## config.mk

```make
export PLATFORM = sky130hd
export DESIGN_NAME = spx_aux_port
export DESIGN_NICKNAME = d
export VERILOG_FILES = /design/src/rtl/spx_pkg.sv /design/src/rtl/spx_speed_lut.sv /design/src/rtl/spx_aux_port.sv
export SDC_FILE = /design/constraint.sdc
export NUM_CORES = 1
export LEC_CHECK = 0
export ABC_AREA = 1
export ABC_CLOCK_PERIOD_IN_PS = 6070
export BUFFER_PORTS_ARGS = -buffer_cell sky130_fd_sc_hd__buf_2
export CAP_MARGIN = 10
export CORE_MARGIN = 4
export CORE_UTILIZATION = 45
export CTS_BUF_LIST = sky130_fd_sc_hd__clkbuf_4
export CTS_CLUSTER_DIAMETER = 60
export DETAILED_ROUTE_END_ITERATION = 7
export PLACE_DENSITY = 0.69
export SLEW_MARGIN = 10
export SYNTH_ARGS = -nofsm -noshare
export SYNTH_HDL_FRONTEND = slang
export SYNTH_HIERARCHICAL = 1
export SYNTH_SLANG_ARGS = --single-unit
```

## constraint.sdc

```tcl
create_clock -name clk_i -period 6.07 [get_ports clk_i]
set_input_delay 0.607 -clock clk_i [delete_from_list [all_inputs] [get_ports clk_i]]
set_output_delay 0.607 -clock clk_i [all_outputs]
set_load 0.02 [all_outputs]
```

## src/rtl/spx_pkg.sv

```systemverilog
// Notes on behaviour
// load seven M codes onto outputs, then raise the M strobe
// without done handshake, hold M strobe for hold time, then continue
// hold time should cover one scan cycle of the external controller
// external controller executes the presented M codes on seeing the strobe
// output type 0 analog, 1 two-digit BCD, 2 eight-digit BCD
// BCD modes run open loop only, started and stopped by direction codes
// in BCD mode a new speed loads the speed code and raises speed strobe
// speed transfer starts the block and completes only on aux done
// two-digit mode maps speed ranges to codes by fixed table
// two-digit mode clamps speeds above 9999 to the 9999 code
// eight-digit mode sends speed as packed BCD in thousandths rpm
// analog command follows speed; unipolar when both polarities match
// closed loop via orientation only in analog, encoder, nonzero count
// external controller writes override command and raises override flag
// while override flag high, output follows the override command input
// external controller drops override flag to hand control back
// up to four gears requested with M codes 41 to 44; the code handles three gears, codes 41 to 43
// external controller drops aux done on a strobe, raises it when done
// aux done high for the hold time ends all strobes
// M codes stay stable while the M strobe is high
`default_nettype none
package spx_pkg;
  // ****************************************
  // register map
  // ****************************************
  localparam logic [7:0] SPX_CFG_OFS    = 8'h00;
  localparam logic [7:0] SPX_HOLD_OFS   = 8'h04;
  localparam logic [7:0] SPX_PULSE_OFS  = 8'h08;
  localparam logic [7:0] SPX_MLO_OFS    = 8'h0c;
  localparam logic [7:0] SPX_MHI_OFS    = 8'h10;
  localparam logic [7:0] SPX_CMD_OFS    = 8'h14;
  localparam logic [7:0] SPX_SPEED_OFS  = 8'h18;
  localparam logic [7:0] SPX_DIR_OFS    = 8'h1c;
  localparam logic [7:0] SPX_STAT_OFS   = 8'h20;
  // ****************************************
  // fields and reset values
  // ****************************************
  localparam int         SPX_CFG_CWPOL  = 2;
  localparam int         SPX_CFG_CCWPOL = 3;
  localparam int         SPX_CFG_ENC    = 4;
  localparam int         SPX_CMD_MGO    = 0;
  localparam int         SPX_CMD_MACK   = 1;
  localparam int         SPX_CMD_ORIENT = 4;
  localparam logic [1:0] SPX_TYPE_ANA   = 2'h0;
  localparam logic [1:0] SPX_TYPE_BCD2  = 2'h1;
  localparam logic [1:0] SPX_TYPE_BCD8  = 2'h2;
  localparam logic [1:0] SPX_DIR_STOP   = 2'h0;
  localparam logic [1:0] SPX_DIR_CW     = 2'h1;
  localparam logic [1:0] SPX_DIR_CCW    = 2'h2;
  localparam logic [31:0] SPX_HOLD_RST  = 32'h0000_00fa;
  localparam logic [7:0] SPX_GEAR_BASE  = 8'h41;
  localparam logic [7:0] SPX_CODE_MAX   = 8'h99;
  localparam logic [15:0] SPX_CMD_MAX   = 16'h7fff;
  localparam int         SPX_LUT_N      = 70;
  // ****************************************
  // two-digit table: {lowest speed in BCD, code}
  // ****************************************
  localparam logic [23:0] SPX_LUT [SPX_LUT_N] = '{
    24'h0000_00, 24'h0001_20, 24'h0002_26, 24'h0003_29, 24'h0004_32,
    24'h0005_34, 24'h0006_35, 24'h0007_36, 24'h0008_38, 24'h0009_39,
    24'h0010_40, 24'h0012_41, 24'h0013_42, 24'h0014_43, 24'h0016_44,
    24'h0018_45, 24'h0020_46, 24'h0023_47, 24'h0025_48, 24'h0028_49,
    24'h0032_50, 24'h0036_51, 24'h0040_52, 24'h0045_53, 24'h0050_54,
    24'h0056_55, 24'h0063_56, 24'h0071_57, 24'h0080_58, 24'h0090_59,
    24'h0100_60, 24'h0112_61, 24'h0125_62, 24'h0140_63, 24'h0160_64,
    24'h0180_65, 24'h0200_66, 24'h0224_67, 24'h0250_68, 24'h0280_69,
    24'h0315_70, 24'h0355_71, 24'h0400_72, 24'h0450_73, 24'h0500_74,
    24'h0560_75, 24'h0630_76, 24'h0710_77, 24'h0800_78, 24'h0900_79,
    24'h1000_80, 24'h1120_81, 24'h1250_82, 24'h1400_83, 24'h1600_84,
    24'h1800_85, 24'h2000_86, 24'h2240_87, 24'h2500_88, 24'h2800_89,
    24'h3150_90, 24'h3550_91, 24'h4000_92, 24'h4500_93, 24'h5000_94,
    24'h5600_95, 24'h6300_96, 24'h7100_97, 24'h8000_98, 24'h9000_99};
  // ****************************************
  // carriers and states
  // ****************************************
  typedef logic [6:0][7:0] spx_mcodes_t;
  typedef struct packed {
    logic m;
    logic s;
  } spx_strobe_t;
  typedef enum logic [4:0] {
    SPX_IDLE  = 5'b00001,
    SPX_HOLD  = 5'b00010,
    SPX_WLOW  = 5'b00100,
    SPX_WDONE = 5'b01000,
    SPX_GAP   = 5'b10000
  } spx_state_t;
endpackage : spx_pkg
`default_nettype wire

```

## src/rtl/spx_speed_lut.sv

```systemverilog
`default_nettype none
module spx_speed_lut (
  input  wire logic        clk_i,
  input  wire logic        rstn_i,
  input  wire logic [19:0] rpm_bcd_i,
  output logic      [7:0]  code_o
);
  import spx_pkg::*;
  // ****************************************
  // range search
  // ****************************************
  // above 9999 the top digit is set; search with 9999 instead
  wire        over_w = (rpm_bcd_i[19:16] != 4'h0);
  wire [15:0] key_w  = over_w ? 16'h9999 : rpm_bcd_i[15:0];
  logic [7:0] nxt_code;
  // packed BCD keeps numeric order, so plain compares work
  always_comb begin
    nxt_code = 8'h00;
    for (int i = 0; i < SPX_LUT_N; i++) begin
      if (key_w >= SPX_LUT[i][23:8]) begin
        nxt_code = SPX_LUT[i][7:0];
      end
    end
  end
  // registered read data, one cycle behind the input
  always_ff @(posedge clk_i or negedge rstn_i) begin
    if (!rstn_i) code_o <= 8'h00;
    else         code_o <= nxt_code;
  end
endmodule : spx_speed_lut
`default_nettype wire

```

## src/rtl/spx_aux_port.sv

```systemverilog
// Register access over APB and the register offsets were left to the implementer.
`default_nettype none
module spx_aux_port (
  input  wire logic              clk_i,
  input  wire logic              rstn_i,
  // apb slave
  input  wire logic              psel_i,
  input  wire logic              penable_i,
  input  wire logic              pwrite_i,
  input  wire logic [7:0]        paddr_i,
  input  wire logic [31:0]       pwdata_i,
  output logic      [31:0]       prdata_o,
  output logic                   pready_o,
  output logic                   pslverr_o,
  // link to external controller
  output spx_pkg::spx_mcodes_t   m_codes_o,
  output spx_pkg::spx_strobe_t   strobe_o,
  output logic      [31:0]       speed_code_o,
  input  wire logic              aux_done_i,
  input  wire logic [15:0]       override_cmd_i,
  input  wire logic              override_flag_i,
  // spindle drive side
  output logic      [15:0]       spindle_cmd_o,
  output logic      [1:0]        spindle_dir_o,
  output logic                   closed_loop_o
);
  import spx_pkg::*;
  // ****************************************
  // apb decode
  // ****************************************
  wire setup_w = psel_i & ~penable_i;
  wire wr_w    = psel_i & penable_i & pwrite_i;
  wire hit_cfg   = (paddr_i == SPX_CFG_OFS);
  wire hit_hold  = (paddr_i == SPX_HOLD_OFS);
  wire hit_pulse = (paddr_i == SPX_PULSE_OFS);
  wire hit_mlo   = (paddr_i == SPX_MLO_OFS);
  wire hit_mhi   = (paddr_i == SPX_MHI_OFS);
  wire hit_cmd   = (paddr_i == SPX_CMD_OFS);
  wire hit_speed = (paddr_i == SPX_SPEED_OFS);
  wire hit_dir   = (paddr_i == SPX_DIR_OFS);
  wire hit_stat  = (paddr_i == SPX_STAT_OFS);
  wire mapped_w  = hit_cfg | hit_hold | hit_pulse | hit_mlo | hit_mhi |
                   hit_cmd | hit_speed | hit_dir | hit_stat;
  // zero wait states: read data is captured in the setup cycle
  assign pready_o  = 1'b1;
  assign pslverr_o = psel_i & penable_i & ~mapped_w;
  // ****************************************
  // configuration registers
  // ****************************************
  logic [4:0]  cfg_ff;
  logic [31:0] hold_ff;
  logic [15:0] pulse_ff;
  logic [55:0] mreq_ff;
  logic [31:0] speed_ff;
  logic [1:0]  dir_ff;
  wire  [1:0]  type_w = cfg_ff[1:0];
  wire         bcd_w  = (type_w == SPX_TYPE_BCD2) ||
                        (type_w == SPX_TYPE_BCD8);
  // plain storage of software settings
  always_ff @(posedge clk_i or negedge rstn_i) begin
    if (!rstn_i) begin
      cfg_ff   <= 5'h00;
      hold_ff  <= SPX_HOLD_RST;
      pulse_ff <= 16'h0000;
      mreq_ff  <= 56'h0;
      speed_ff <= 32'h0000_0000;
      dir_ff   <= SPX_DIR_STOP;
    end else if (wr_w) begin
      if (hit_cfg)   cfg_ff         <= pwdata_i[4:0];
      if (hit_hold)  hold_ff        <= pwdata_i;
      if (hit_pulse) pulse_ff       <= pwdata_i[15:0];
      if (hit_mlo)   mreq_ff[31:0]  <= pwdata_i;
      if (hit_mhi)   mreq_ff[55:32] <= pwdata_i[23:0];
      if (hit_speed) speed_ff       <= pwdata_i;
      if (hit_dir)   dir_ff         <= pwdata_i[1:0];
    end
  end
  // ****************************************
  // request capture
  // ****************************************
  wire  cmd_wr_w  = wr_w & hit_cmd;
  wire  mgo_w     = cmd_wr_w & pwdata_i[SPX_CMD_MGO];
  wire  [1:0] gear_w = pwdata_i[3:2];
  wire  gear_go_w = cmd_wr_w & (gear_w != 2'h0);
  wire  spd_wr_w  = wr_w & hit_speed & bcd_w;
  logic m_pend_ff, m_ack_ff, gear_ff, s_dly_ff, s_pend_ff;
  logic [7:0] gear_code_ff;
  logic       launch_w;
  // the table output lags the speed by a cycle, so the request waits too
  always_ff @(posedge clk_i or negedge rstn_i) begin
    if (!rstn_i) begin
      m_pend_ff    <= 1'b0;
      m_ack_ff     <= 1'b0;
      gear_ff      <= 1'b0;
      gear_code_ff <= 8'h00;
      s_dly_ff     <= 1'b0;
      s_pend_ff    <= 1'b0;
    end else begin
      // a new request wins over the clear of the launch
      if (mgo_w | gear_go_w) begin
        m_pend_ff <= 1'b1;
        m_ack_ff  <= pwdata_i[SPX_CMD_MACK] | gear_go_w;
        gear_ff   <= gear_go_w;
      end else if (launch_w) begin
        m_pend_ff <= 1'b0;
      end
      if (gear_go_w) begin
        gear_code_ff <= SPX_GEAR_BASE + {6'h00, gear_w} - 8'h01;
      end
      s_dly_ff <= spd_wr_w;
      if (s_dly_ff)      s_pend_ff <= 1'b1;
      else if (launch_w) s_pend_ff <= 1'b0;
    end
  end
  // ****************************************
  // strobe sequencer
  // ****************************************
  spx_state_t  state_ff, nxt_state;
  logic [31:0] cnt_ff, nxt_cnt;
  spx_strobe_t nxt_strobe;
  wire [31:0]  cnt_inc = cnt_ff + 32'h1;
  wire         ack_path_w = s_pend_ff | m_ack_ff;
  assign launch_w = (state_ff == SPX_IDLE) & (m_pend_ff | s_pend_ff);
  // one pass per block: strobes on, timed or acknowledged, then a gap
  always_comb begin
    nxt_state  = state_ff;
    nxt_cnt    = cnt_ff;
    nxt_strobe = strobe_o;
    case (state_ff)
      SPX_IDLE: begin
        if (launch_w) begin
          nxt_strobe.m = m_pend_ff;
          nxt_strobe.s = s_pend_ff;
          nxt_cnt      = 32'h1;
          nxt_state    = ack_path_w ? SPX_WLOW : SPX_HOLD;
        end
      end
      SPX_HOLD: begin
        if (cnt_ff >= hold_ff) begin
          nxt_strobe = '0;
          nxt_cnt    = 32'h1;
          nxt_state  = SPX_GAP;
        end else begin
          nxt_cnt = cnt_inc;
        end
      end
      SPX_WLOW: begin
        if (!aux_done_i) begin
          nxt_cnt   = 32'h0;
          nxt_state = SPX_WDONE;
        end
      end
      SPX_WDONE: begin
        if (!aux_done_i) begin
          nxt_cnt = 32'h0;
        end else if (cnt_inc >= hold_ff) begin
          nxt_strobe = '0;
          nxt_cnt    = 32'h1;
          nxt_state  = SPX_GAP;
        end else begin
          nxt_cnt = cnt_inc;
        end
      end
      SPX_GAP: begin
        // keeps strobe off for a hold time before the next block
        if (cnt_ff >= hold_ff) nxt_state = SPX_IDLE;
        else                   nxt_cnt   = cnt_inc;
      end
      default: begin
        nxt_state  = SPX_IDLE;
        nxt_strobe = '0;
      end
    endcase
  end
  always_ff @(posedge clk_i or negedge rstn_i) begin
    if (!rstn_i) begin
      state_ff <= SPX_IDLE;
      cnt_ff   <= 32'h0;
      strobe_o <= '0;
    end else begin
      state_ff <= nxt_state;
      cnt_ff   <= nxt_cnt;
      strobe_o <= nxt_strobe;
    end
  end
  // ****************************************
  // code outputs
  // ****************************************
  logic [7:0] lut_code;
  spx_speed_lut u_lut (
    .clk_i     (clk_i),
    .rstn_i    (rstn_i),
    .rpm_bcd_i (speed_ff[31:12]),
    .code_o    (lut_code)
  );
  wire [31:0] scode_w = (type_w == SPX_TYPE_BCD8) ? speed_ff
                                                  : {24'h0, lut_code};
  wire [55:0] mload_w = gear_ff ? {48'h0, gear_code_ff} : mreq_ff;
  // codes change only at launch, so they hold while the strobe is high
  always_ff @(posedge clk_i or negedge rstn_i) begin
    if (!rstn_i) begin
      m_codes_o    <= '0;
      speed_code_o <= 32'h0;
    end else if (launch_w) begin
      if (m_pend_ff) m_codes_o    <= mload_w;
      if (s_pend_ff) speed_code_o <= scode_w;
    end
  end
  // ****************************************
  // spindle command and loop mode
  // ****************************************
  wire [16:0] rpm_w = 17'(speed_ff[31:28]) * 17'd10000 +
                      17'(speed_ff[27:24]) * 17'd1000 +
                      17'(speed_ff[23:20]) * 17'd100 +
                      17'(speed_ff[19:16]) * 17'd10 +
                      17'(speed_ff[15:12]);
  wire [15:0] mag_w  = (rpm_w > 17'(SPX_CMD_MAX)) ? SPX_CMD_MAX
                                                  : rpm_w[15:0];
  wire        uni_w  = cfg_ff[SPX_CFG_CWPOL] == cfg_ff[SPX_CFG_CCWPOL];
  wire        neg_w  = (dir_ff == SPX_DIR_CCW) & ~uni_w;
  wire [15:0] ana_w  = (dir_ff == SPX_DIR_STOP) ? 16'h0000 :
                       neg_w ? 16'(-mag_w) : mag_w;
  wire [15:0] nxt_cmd = override_flag_i ? override_cmd_i :
                        bcd_w ? 16'h0000 : ana_w;
  wire        cl_ok_w = (type_w == SPX_TYPE_ANA) & cfg_ff[SPX_CFG_ENC] &
                        (pulse_ff != 16'h0000);
  wire        orient_w = cmd_wr_w & pwdata_i[SPX_CMD_ORIENT];
  wire        nxt_cl   = cl_ok_w & (orient_w | (closed_loop_o &
                         ~(wr_w & hit_dir)));
  always_ff @(posedge clk_i or negedge rstn_i) begin
    if (!rstn_i) begin
      spindle_cmd_o <= 16'h0000;
      spindle_dir_o <= SPX_DIR_STOP;
      closed_loop_o <= 1'b0;
    end else begin
      spindle_cmd_o <= nxt_cmd;
      spindle_dir_o <= dir_ff;
      closed_loop_o <= nxt_cl;
    end
  end
  // ****************************************
  // read data
  // ****************************************
  wire [31:0] stat_w = {25'h0, m_pend_ff, strobe_o.s, strobe_o.m,
                        aux_done_i, override_flag_i, closed_loop_o,
                        ~state_ff[0]};
  wire [31:0] rd_w = hit_cfg   ? {27'h0, cfg_ff}   :
                     hit_hold  ? hold_ff           :
                     hit_pulse ? {16'h0, pulse_ff} :
                     hit_mlo   ? mreq_ff[31:0]     :
                     hit_mhi   ? {8'h0, mreq_ff[55:32]} :
                     hit_speed ? speed_ff          :
                     hit_dir   ? {30'h0, dir_ff}   :
                     hit_stat  ? stat_w            : 32'h0;
  always_ff @(posedge clk_i or negedge rstn_i) begin
    if (!rstn_i)      prdata_o <= 32'h0;
    else if (setup_w) prdata_o <= rd_w;
  end
  // ****************************************
  // checks
  // ****************************************
  logic [31:0] len_ff;
  always_ff @(posedge clk_i or negedge rstn_i) begin
    if (!rstn_i)         len_ff <= 32'h0;
    else if (strobe_o.m) len_ff <= len_ff + 32'h1;
    else                 len_ff <= 32'h0;
  end
endmodule : spx_aux_port
`default_nettype wire

```

# After elaboration in Yosys (flattened, before gate mapping)
# Index checks and enable logic that the tools add are counted.
# totals
ram_bits	0
n_memories	0
input_bits	63
out_inout_bits	143
rom_bits	0
latchBits	0
register_bits	342
word_cells	305
# op_classes
eq_ne	24
multipliers	4
n_reduce_logical	23
muxes	108
add_sub_neg	8
bitwise_logic	36
shifts	0
div_mod_pow	0
order_cmp	72
# op_table
operator	n
$mux W8	68
$mux W32	13
$pmux W32 S5	1
$ge A16 B10 Y1 const B	6
$ge A16 B11 Y1 const B	6
$ge A16 B13 Y1 const B	6
$ge A16 B14 Y1 const B	6
$ge A16 B15 Y1 const B	6
$ge A16 B5 Y1 const B	6
$ge A16 B6 Y1 const B	6
$ge A16 B7 Y1 const B	6
$ge A16 B9 Y1 const B	6
$mux W16	6
$ge A16 B3 Y1 const B	4
$ge A32 B32 Y1	2
$mux W56	1
$add A32 B1 Y32 const B	1
$eq A8 B5 Y1 const B	4
$ge A16 B12 Y1 const B	2
$ge A16 B16 Y1 const B	2
$ge A16 B2 Y1 const B	2
$ge A16 B4 Y1 const B	2
$ge A16 B8 Y1 const B	2
$mux W5	6
47 further kinds	105

# Longest topological paths before layout
# Gate-level depths: netlist (run 1).
# logic_depth
word_depth	72
mapped_depth	58

# Hierarchy
# Netlist (run 1), hierarchy kept.
# by_module_without_submodules
mod	cells_each	n_inst	area_per_inst_um2
spx_aux_port	2293	1	18866.8
spx_speed_lut	327	1	1767.9

# Least setup slack after synthesis (run 1)
# No wires, ideal clock.
# synth_timing
kind	register to register
from	register speed_ff[26]
to	register spindle_cmd_o[14]
path_stages_with_launch	39
required_time_ns	5.953
synth_period_minus_slack_ns	5.763
path_buffers	1
arrival_time_ns	5.645
slack_ns	0.307
cell_sequence	dfrtp_1 > fa_1 > inv_1 > fa_1 > inv_1 > ha_1 > a21oi_1 > nand2_1 > a21oi_1 > o21bai_1 > nand2_1 > nand2_1 > a21oi_1 > xnor2_1 > ha_1 > ha_1 > ha_1 > nand2_1 > [3 not listed] > inv_1 > nand2_2 > nor2_1 > nand2_1 > nand2_4 > nand2_8 > buf_6 > nor2_1 > ha_1 > inv_1 > nor2_1 > nand4_1 > nand2_1 > nand3_1 > nor2_4 > nand4_1 > nand3_1 > nand2_1
# synth_via
elab_chain_len	12
# synth_lines
element	line	text
start: declaration	spx_aux_port.sv:54	logic [31:0] speed_ff;
start signal: assignment	spx_aux_port.sv:74	if (hit_speed) speed_ff <= pwdata_i;
$mul A4 B7 Y11 (*)	spx_aux_port.sv:213	17'(speed_ff[27:24]) * 17'd1000 +
$add A17 B14 Y17 (*)	spx_aux_port.sv:212	wire [16:0] rpm_w = 17'(speed_ff[31:28]) * 17'd10000 +
$add A17 B11 Y17 (*)	spx_aux_port.sv:213	
$add A17 B8 Y17 (*)	spx_aux_port.sv:214	17'(speed_ff[23:20]) * 17'd100 +
$add A17 B4 Y17 (*)	spx_aux_port.sv:215	17'(speed_ff[19:16]) * 17'd10 +
$gt A17 B15 Y1	spx_aux_port.sv:217	wire [15:0] mag_w = (rpm_w > 17'(SPX_CMD_MAX)) ? SPX_CMD_MAX
$mux W16 (*)	spx_aux_port.sv:217	
$neg A16 Y16	spx_aux_port.sv:222	neg_w ? 16'(-mag_w) : mag_w;
$mux W16 (*)	spx_aux_port.sv:222	
$mux W16 (*)	spx_aux_port.sv:221	wire [15:0] ana_w = (dir_ff == SPX_DIR_STOP) ? 16'h0000 :
$mux W16 (*)	spx_aux_port.sv:224	bcd_w ? 16'h0000 : ana_w;
$mux W16 (*)	spx_aux_port.sv:223	wire [15:0] nxt_cmd = override_flag_i ? override_cmd_i :
named net nxt_cmd[14]	spx_aux_port.sv:223	
end signal: assignment	spx_aux_port.sv:236	spindle_cmd_o <= nxt_cmd;
end: declaration	spx_aux_port.sv:23	output logic [15:0] spindle_cmd_o,
# The timed path passes the listed nets; every way through them passes the cells marked *.
# A chain may end at the register's enable or synchronous reset.

# Worst setup path in the final report (run 1)
# layout_timing
from	register speed_ff[27]
to	register spindle_cmd_o[14]
# Same word-level chain as after synthesis.

==> flow_summary.yaml, run 1 <==
place:
  placed_cells: 3360
  pre_cts_ws_ns: 0.08105
  numPortBuffers: 204
  place.detailed.hpwl_um: 49650
  placed_cell_area_sq_um: 22260
  place_congestion: 0.9296
timing:
  worst_pin_slew_ns: 1.226
  slew_viol_final: 0
  setup_ws_ns: 0.2493
  fin_crit_sh: 0.9589
  skew_ns: 0.07510
  hold_viol: 0
  max_freq_mhz: 171.8
  setup_viol: 0
  finalCriticalPeriod_ns: 5.821
  slew_headroom: 0.1828
synthesis:
  synth-edff-count: 0
  syn_area_per_cell_sq_um: 7.876
  syn_inst: 2620
  synthFlopType: "dfrtp_1"
  synth_nets: 2844
  ys_async_sr_fraction: 1.000
  ys_types: 64
  synth-seq-cells: 337
  netlist_area_sq_um: 20630
  synth_warnings: 6
  yosysSeqAreaShare: 0.4091
grt:
  grt_first_pass_wirelength_um: 105100
  grt.total_usage: 0.2662
  antenna_found_initial: 1
  grt_max_degree: 158
  grt_pass1_vias: 18870
  grt_overflow: 0
cells_and_area:
  regArea_sq_um: 8442
  design_area_sq_um: 23640
  syn_to_final_growth_pct: 14.57
  multi_input_area_sq_um: 10620
  layout-drive-gt1-share: 0.1670
  final_nets: 3091
  fin_util: 0.5210
  n_fill_cell: 4425
  layoutNonFillerInstCount: 3536
job:
  drv_cap: 0
route:
  vias: 19330
  first_pass_iters: 5
  drc: 0
  viasPerCell: 5.468
  wl_per_cell_um: 18.98
  wl_um: 67110
  drtIter0Drc: 1992
  ant_nets: 0
setup_path:
  cp-start-kind: "flop"
  criticalPathCategory: "flop to flop"
  r2r_slack_ns: 0.25
  reg2reg_to: "spindle_cmd_o[14]"
  reg2reg_from: "speed_ff[27]"
  path_common_cell: "nand2_1"
  reg2regPathDepth: 33
  crit_path_top_delay_cell: "fa_1"
  cp-end-kind: "flop"
  cp_data_arrival_time_ns: 6.50
  cp.required_ns: 6.75
  cp_max_fo: 6
  worst_path_largest_cell_delay_ns: 0.61
power:
  peakVddDrop_mv: 0.1292
  power_per_cell_area_nw_per_um2: 225.8
  p_leak_nw: 12.79
clock_tree:
  clock_path_buffers: 3
  numCtsBuffers: 90
  cts_tree: "built"
  clk_latency_ns: 0.84
  clock-sinks: 337
  path_clk_slew_ns: 0.07
  cts_root_buf: "clkbuf_4"
  htree_levels: 3
die:
  rows: 78
  die_x_um: 222.1
  die_area_sq_um: 49350
  dieHeight_um: 222.1
  start_util: 0.4547
  core_sq_um: 45380
  ios: 206
worst_hold_path:
  holdPathStages: 3
  hp-class: "primary input to flop"
  holdPathEnd: "spindle_cmd_o[6]"
  min_from: "override_cmd_i[6]"
run_status:
  status: "completed"
-- where the power goes --
| part | internal [mW] | leakage (nW) | switching [mW] |
|---|---|---|---|
| Clock | 0.994 | 0.657 | 1.01 |
| Sequential | 2.30 | 4.64 | 0.0385 |
| Combinational | 0.291 | 7.50 | 0.704 |
| Total | 3.59 | 12.8 | 1.75 |
-- Yosys cell counts, drive strengths merged (14+ instances only) --
| library cell | count | area, sq um |
|---|---|---|
| xor2 | 38 | 332.8 |
| buf | 20 | 128.9 |
| o21ai | 297 | 1494 |
| nand2 | 733 | 2850 |
| clkbuf | 74 | 277.8 |
| a22o | 14 | 122.6 |
| nor2 | 157 | 768.2 |
| inv | 335 | 1260 |
| fa | 27 | 540.5 |
| nand4 | 30 | 200.2 |
| ha | 134 | 1677 |
| nor3 | 30 | 161.4 |
| o22ai | 27 | 168.9 |
| dfrtp | 330 | 8258 |
| nand3 | 158 | 838.3 |
| a21oi | 98 | 524.3 |
-- metrics by stage --
| step | hold slack (ns) | setup TNS (ns) | power, mW |
|---|---|---|---|
| 3_3_place_gp | 0.4210 | 0 | 3.336 |
| 3_5_place_dp | 0.4447 | 0 | 3.346 |
| 6_report | 0.08600 | 0 | 5.339 |
| 4_1_cts | 0.001242 | 0 | 5.369 |
| 2_1_floorplan | 0.3114 | 0 | 3.051 |
| 5_1_grt | 0.04852 | -0.03438 | 5.619 |
-- sequential cells by signal (all words and copies together), names as in the netlist, 3 cells and up --
name           count
cfg_ff             5
cnt_ff            32
gear_code_ff       3
hold_ff           32
m_codes_o         56
mreq_ff           56
prdata_o          32
pulse_ff          16
speed_code_o      32
speed_ff          32
spindle_cmd_o     16
state_ff           5
u_lut/code_o       8
-- worst max path at each step --
stage,start,endpoint,slack (ns),cells after the start
2_1_floorplan,speed_ff[26],spindle_cmd_o[14],0.31,38
3_3_place_gp,speed_ff[25],spindle_cmd_o[14],0.24,37
3_5_place_dp,speed_ff[25],spindle_cmd_o[14],0.08,33
4_1_cts,speed_ff[25],spindle_cmd_o[14],0.02,33
5_1_grt,speed_ff[27],spindle_cmd_o[14],-0.03,37
6_report,speed_ff[27],spindle_cmd_o[14],0.25,33
-- critical path: cells and delay by family, from the launching register on --
kind	cells	cell delay, ns
AND/OR/NAND/NOR	16	1.66
adder cells (fa/ha/maj)	7	2.46
buffers and inverters	4	0.26
AO/OA/AOI/OAI	5	0.76
flip-flops	1	0.40
XOR/XNOR	1	0.10
-- layer usage --
metal	vias to the layer above	GRT usage	part of all wire
met5	-	0	0
met4	0	0.1088	0.038
met3	159	0.04488	0.079
met2	856	0.4223	0.46
met1	9179	0.3647	0.42
li1	9140	-	-
-- final cells by class --
type,instances,area share
well taps,600,0.03175
inverters,341,0.05435
clock inverters,29,0.005822
clock buffers,131,0.04160
diodes,1,0.0001058
multi-input cells,1848,0.4494
flip-flops and latches,337,0.3571
repair buffers,249,0.05991
-- placed cells by master, fill, tap and decap left out, drive strengths merged, types with 38 or more instances in the layout --
cell type and n:
nand2 733, inv 336, dfrtp 330, o21ai 297
buf 235, nand3 158, nor2 157, ha 134
clkbuf 131, a21oi 98, xor2 38
-- cells by family after synthesis --
family / after synthesis / synth area share
AND/OR/NAND/NOR: 1130 / 0.2417
AO/OA/AOI/OAI: 507 / 0.1388
buffers and inverters: 435 / 0.08198
flip-flops: 337 / 0.4091
adder cells (fa/ha/maj): 161 / 0.1074
XOR/XNOR: 49 / 0.02080
other: 1 / 0.0001817
-- timing repair --
| item | in CTS | in global routing |
|---|---|---|
| buffers inserted | 0 | 1 |
| endpoints found under the setup margin | 0 | 11 |
| hold endpoints to repair | 89 | 0 |
| gates resized for setup | 0 | 19 |
| hold buffers | 14 | 0 |
Note: power is estimated with default switching activity, not from simulation.
==> run 2: changes to the inputs <==
--- a/config.mk
+++ b/config.mk
@@ -11,7 +11,6 @@
 export CAP_MARGIN = 10
 export CORE_MARGIN = 4
 export CORE_UTILIZATION = 45
-export CTS_BUF_LIST = sky130_fd_sc_hd__clkbuf_4
 export CTS_CLUSTER_DIAMETER = 60
 export DETAILED_ROUTE_END_ITERATION = 7
 export PLACE_DENSITY = 0.69
==> run 2 against run 1 <==
Maximum frequency up 0.44%. Critical path type unchanged. Sequential power barely moved. Clock power increased by 17%. Sequential share of layout area barely moved. Non-clock buffer count shrank 12.
==> flow_summary.yaml, run 2 (synthesis gave the netlist of run 1 again) <==
run_status:
  status: "completed"
route:
  wl_per_cell_um: 19.36
  drc: 0
  ant_nets: 0
  drtIter0Drc: 1807
  first_pass_iters: 7
  vias: 18950
  wl_um: 66390
  viasPerCell: 5.524
worst_hold_path:
  hp-class: "primary input to asynchronous set/reset pin"
clock_tree:
  cts_root_buf: "clkbuf_16"
  clk_latency_ns: 0.57
  clock_path_buffers: 3
  clock-sinks: 337
  numCtsBuffers: 40
  path_clk_slew_ns: 0.06
  cts_tree: "built"
  htree_levels: 2
setup_path:
  cp.required_ns: 6.51
  path_common_cell: "nand2_1"
  worst_path_largest_cell_delay_ns: 0.61
  cp_max_fo: 6
  cp-end-kind: "flop"
  cp-start-kind: "flop"
  criticalPathCategory: "flop to flop"
  cp_data_arrival_time_ns: 6.23
  crit_path_top_delay_cell: "fa_1"
grt:
  use_met3: 0.03628
  grtUsageMet2: 0.4232
  grt_max_degree: 158
  antenna_found_initial: 1
  grt.total_usage: 0.2621
  grt_overflow: 0
  grt_pass1_vias: 18290
  groute.layer.met1.usage: 0.3638
  busiest_layer: "met2"
  grt_first_pass_wirelength_um: 103700
timing:
  fin_crit_sh: 0.9547
  worst_pin_slew_ns: 1.225
  slew_viol_final: 0
  hold_viol: 0
  setup_viol: 0
  skew_ns: 0.02730
  max_freq_mhz: 172.6
  finalCriticalPeriod_ns: 5.795
  whs_ns: 0.005472
  slew_headroom: 0.1824
cells_and_area:
  n_antenna_cell: 0
  layout-drive-gt1-share: 0.1466
  layout_common_cells: "nand2_1, dfrtp_1, inv_1"
  final_nets: 3029
  final_common_cell: "nand2_1"
  syn_to_final_growth_pct: 14.53
  design_area_sq_um: 23630
  reg_top3: "m_codes_o x56, mreq_ff x56"
place:
  numPortBuffers: 204
  place.detailed.hpwl_um: 49650
  placed_cell_area_sq_um: 22260
  place_congestion: 0.9296
power:
  p_total_mw: 5.663
  power_per_cell_area_nw_per_um2: 239.6
  p_leak_nw: 12.71
  peakVddDrop_mv: 0.1590
die:
  rows: 78
  dieHeight_um: 222.1
  ios: 206
  start_util: 0.4547
  core_sq_um: 45380
  die_x_um: 222.1
  die_area_sq_um: 49350
job:
  drv_cap: 0
[run 2: cell types whose count changed in the layout (fill, tap and decap cells not counted), sizes merged]
cell / delta
dlygate4sd3: -14
clkinvlp: -2
clkbuf: -78
diode: -1
buf: +2
clkinv: -16
inv: +2
bufinv: +1
[run 2: path summary, 6_finish.rpt]
kind                                    start  cells after the start  slack (ns)                 to
max                              speed_ff[27]                     33        0.27  spindle_cmd_o[14]
min                                    rstn_i                      1       0.005          cnt_ff[0]
max reg2reg                      speed_ff[27]                     33        0.27  spindle_cmd_o[14]
min reg2reg                          s_dly_ff                      1        0.45          s_pend_ff
max in group asynchronous              rstn_i                      2        4.73      m_codes_o[42]
min in group clk_i         override_cmd_i[15]                      3        0.27  spindle_cmd_o[15]
[run 2: power breakdown]
group,switching [mW],internal [mW],leakage [nW]
logic,0.699,0.284,7.45
registers,0.0384,2.30,4.64
clock network,0.983,1.35,0.623
[run 2: through the flow]
stage | worst slack (ns) | setup TNS (ns) | utilization | instances
3_3_place_gp | 0.2426 | 0 | 0.4905 | 3360
6_report | 0.2747 | 0 | 0.5208 | 3430
4_1_cts | 0.04081 | 0 | 0.5183 | 3427
3_5_place_dp | 0.08105 | 0 | 0.4905 | 3360
5_1_grt | -0.01015 | -0.01015 | 0.5208 | 3430
2_1_floorplan | 0.3071 | 0 | - | 2620
[run 2: layer usage]
layer	routed length, um	part of all wire
met5	13	0.00020
met4	2361	0.036
met3	4861	0.073
met2	30590	0.46
met1	28560	0.43
[run 2: layout make-up]
| type | instances | area [sq um] |
|---|---|---|
| sequential | 337 | 8442 |
| clock buffer | 53 | 1130 |
| multi-input combinational | 1848 | 10600 |
| tap | 600 | 750.7 |
| fill | 4381 | 21750 |
| inverter | 341 | 1285 |
| clock inverter | 14 | 131.4 |
| timing repair buffer | 237 | 1291 |
[run 2: timing repair]
item / CTS / global route
setup endpoints to repair: 0 / 11
resized for setup: 0 / 17
hold buffers: 0 / 0
buffers inserted: 0 / 3
[run 2: critical path, delay by kind of cell (launching register included)]
kind,cells,cell delay [ns]
simple gates,17,1.77
flops,1,0.40
compound gates,4,0.56
fa+ha+maj,7,2.56
buf+inv,4,0.24
xor+xnor,1,0.13
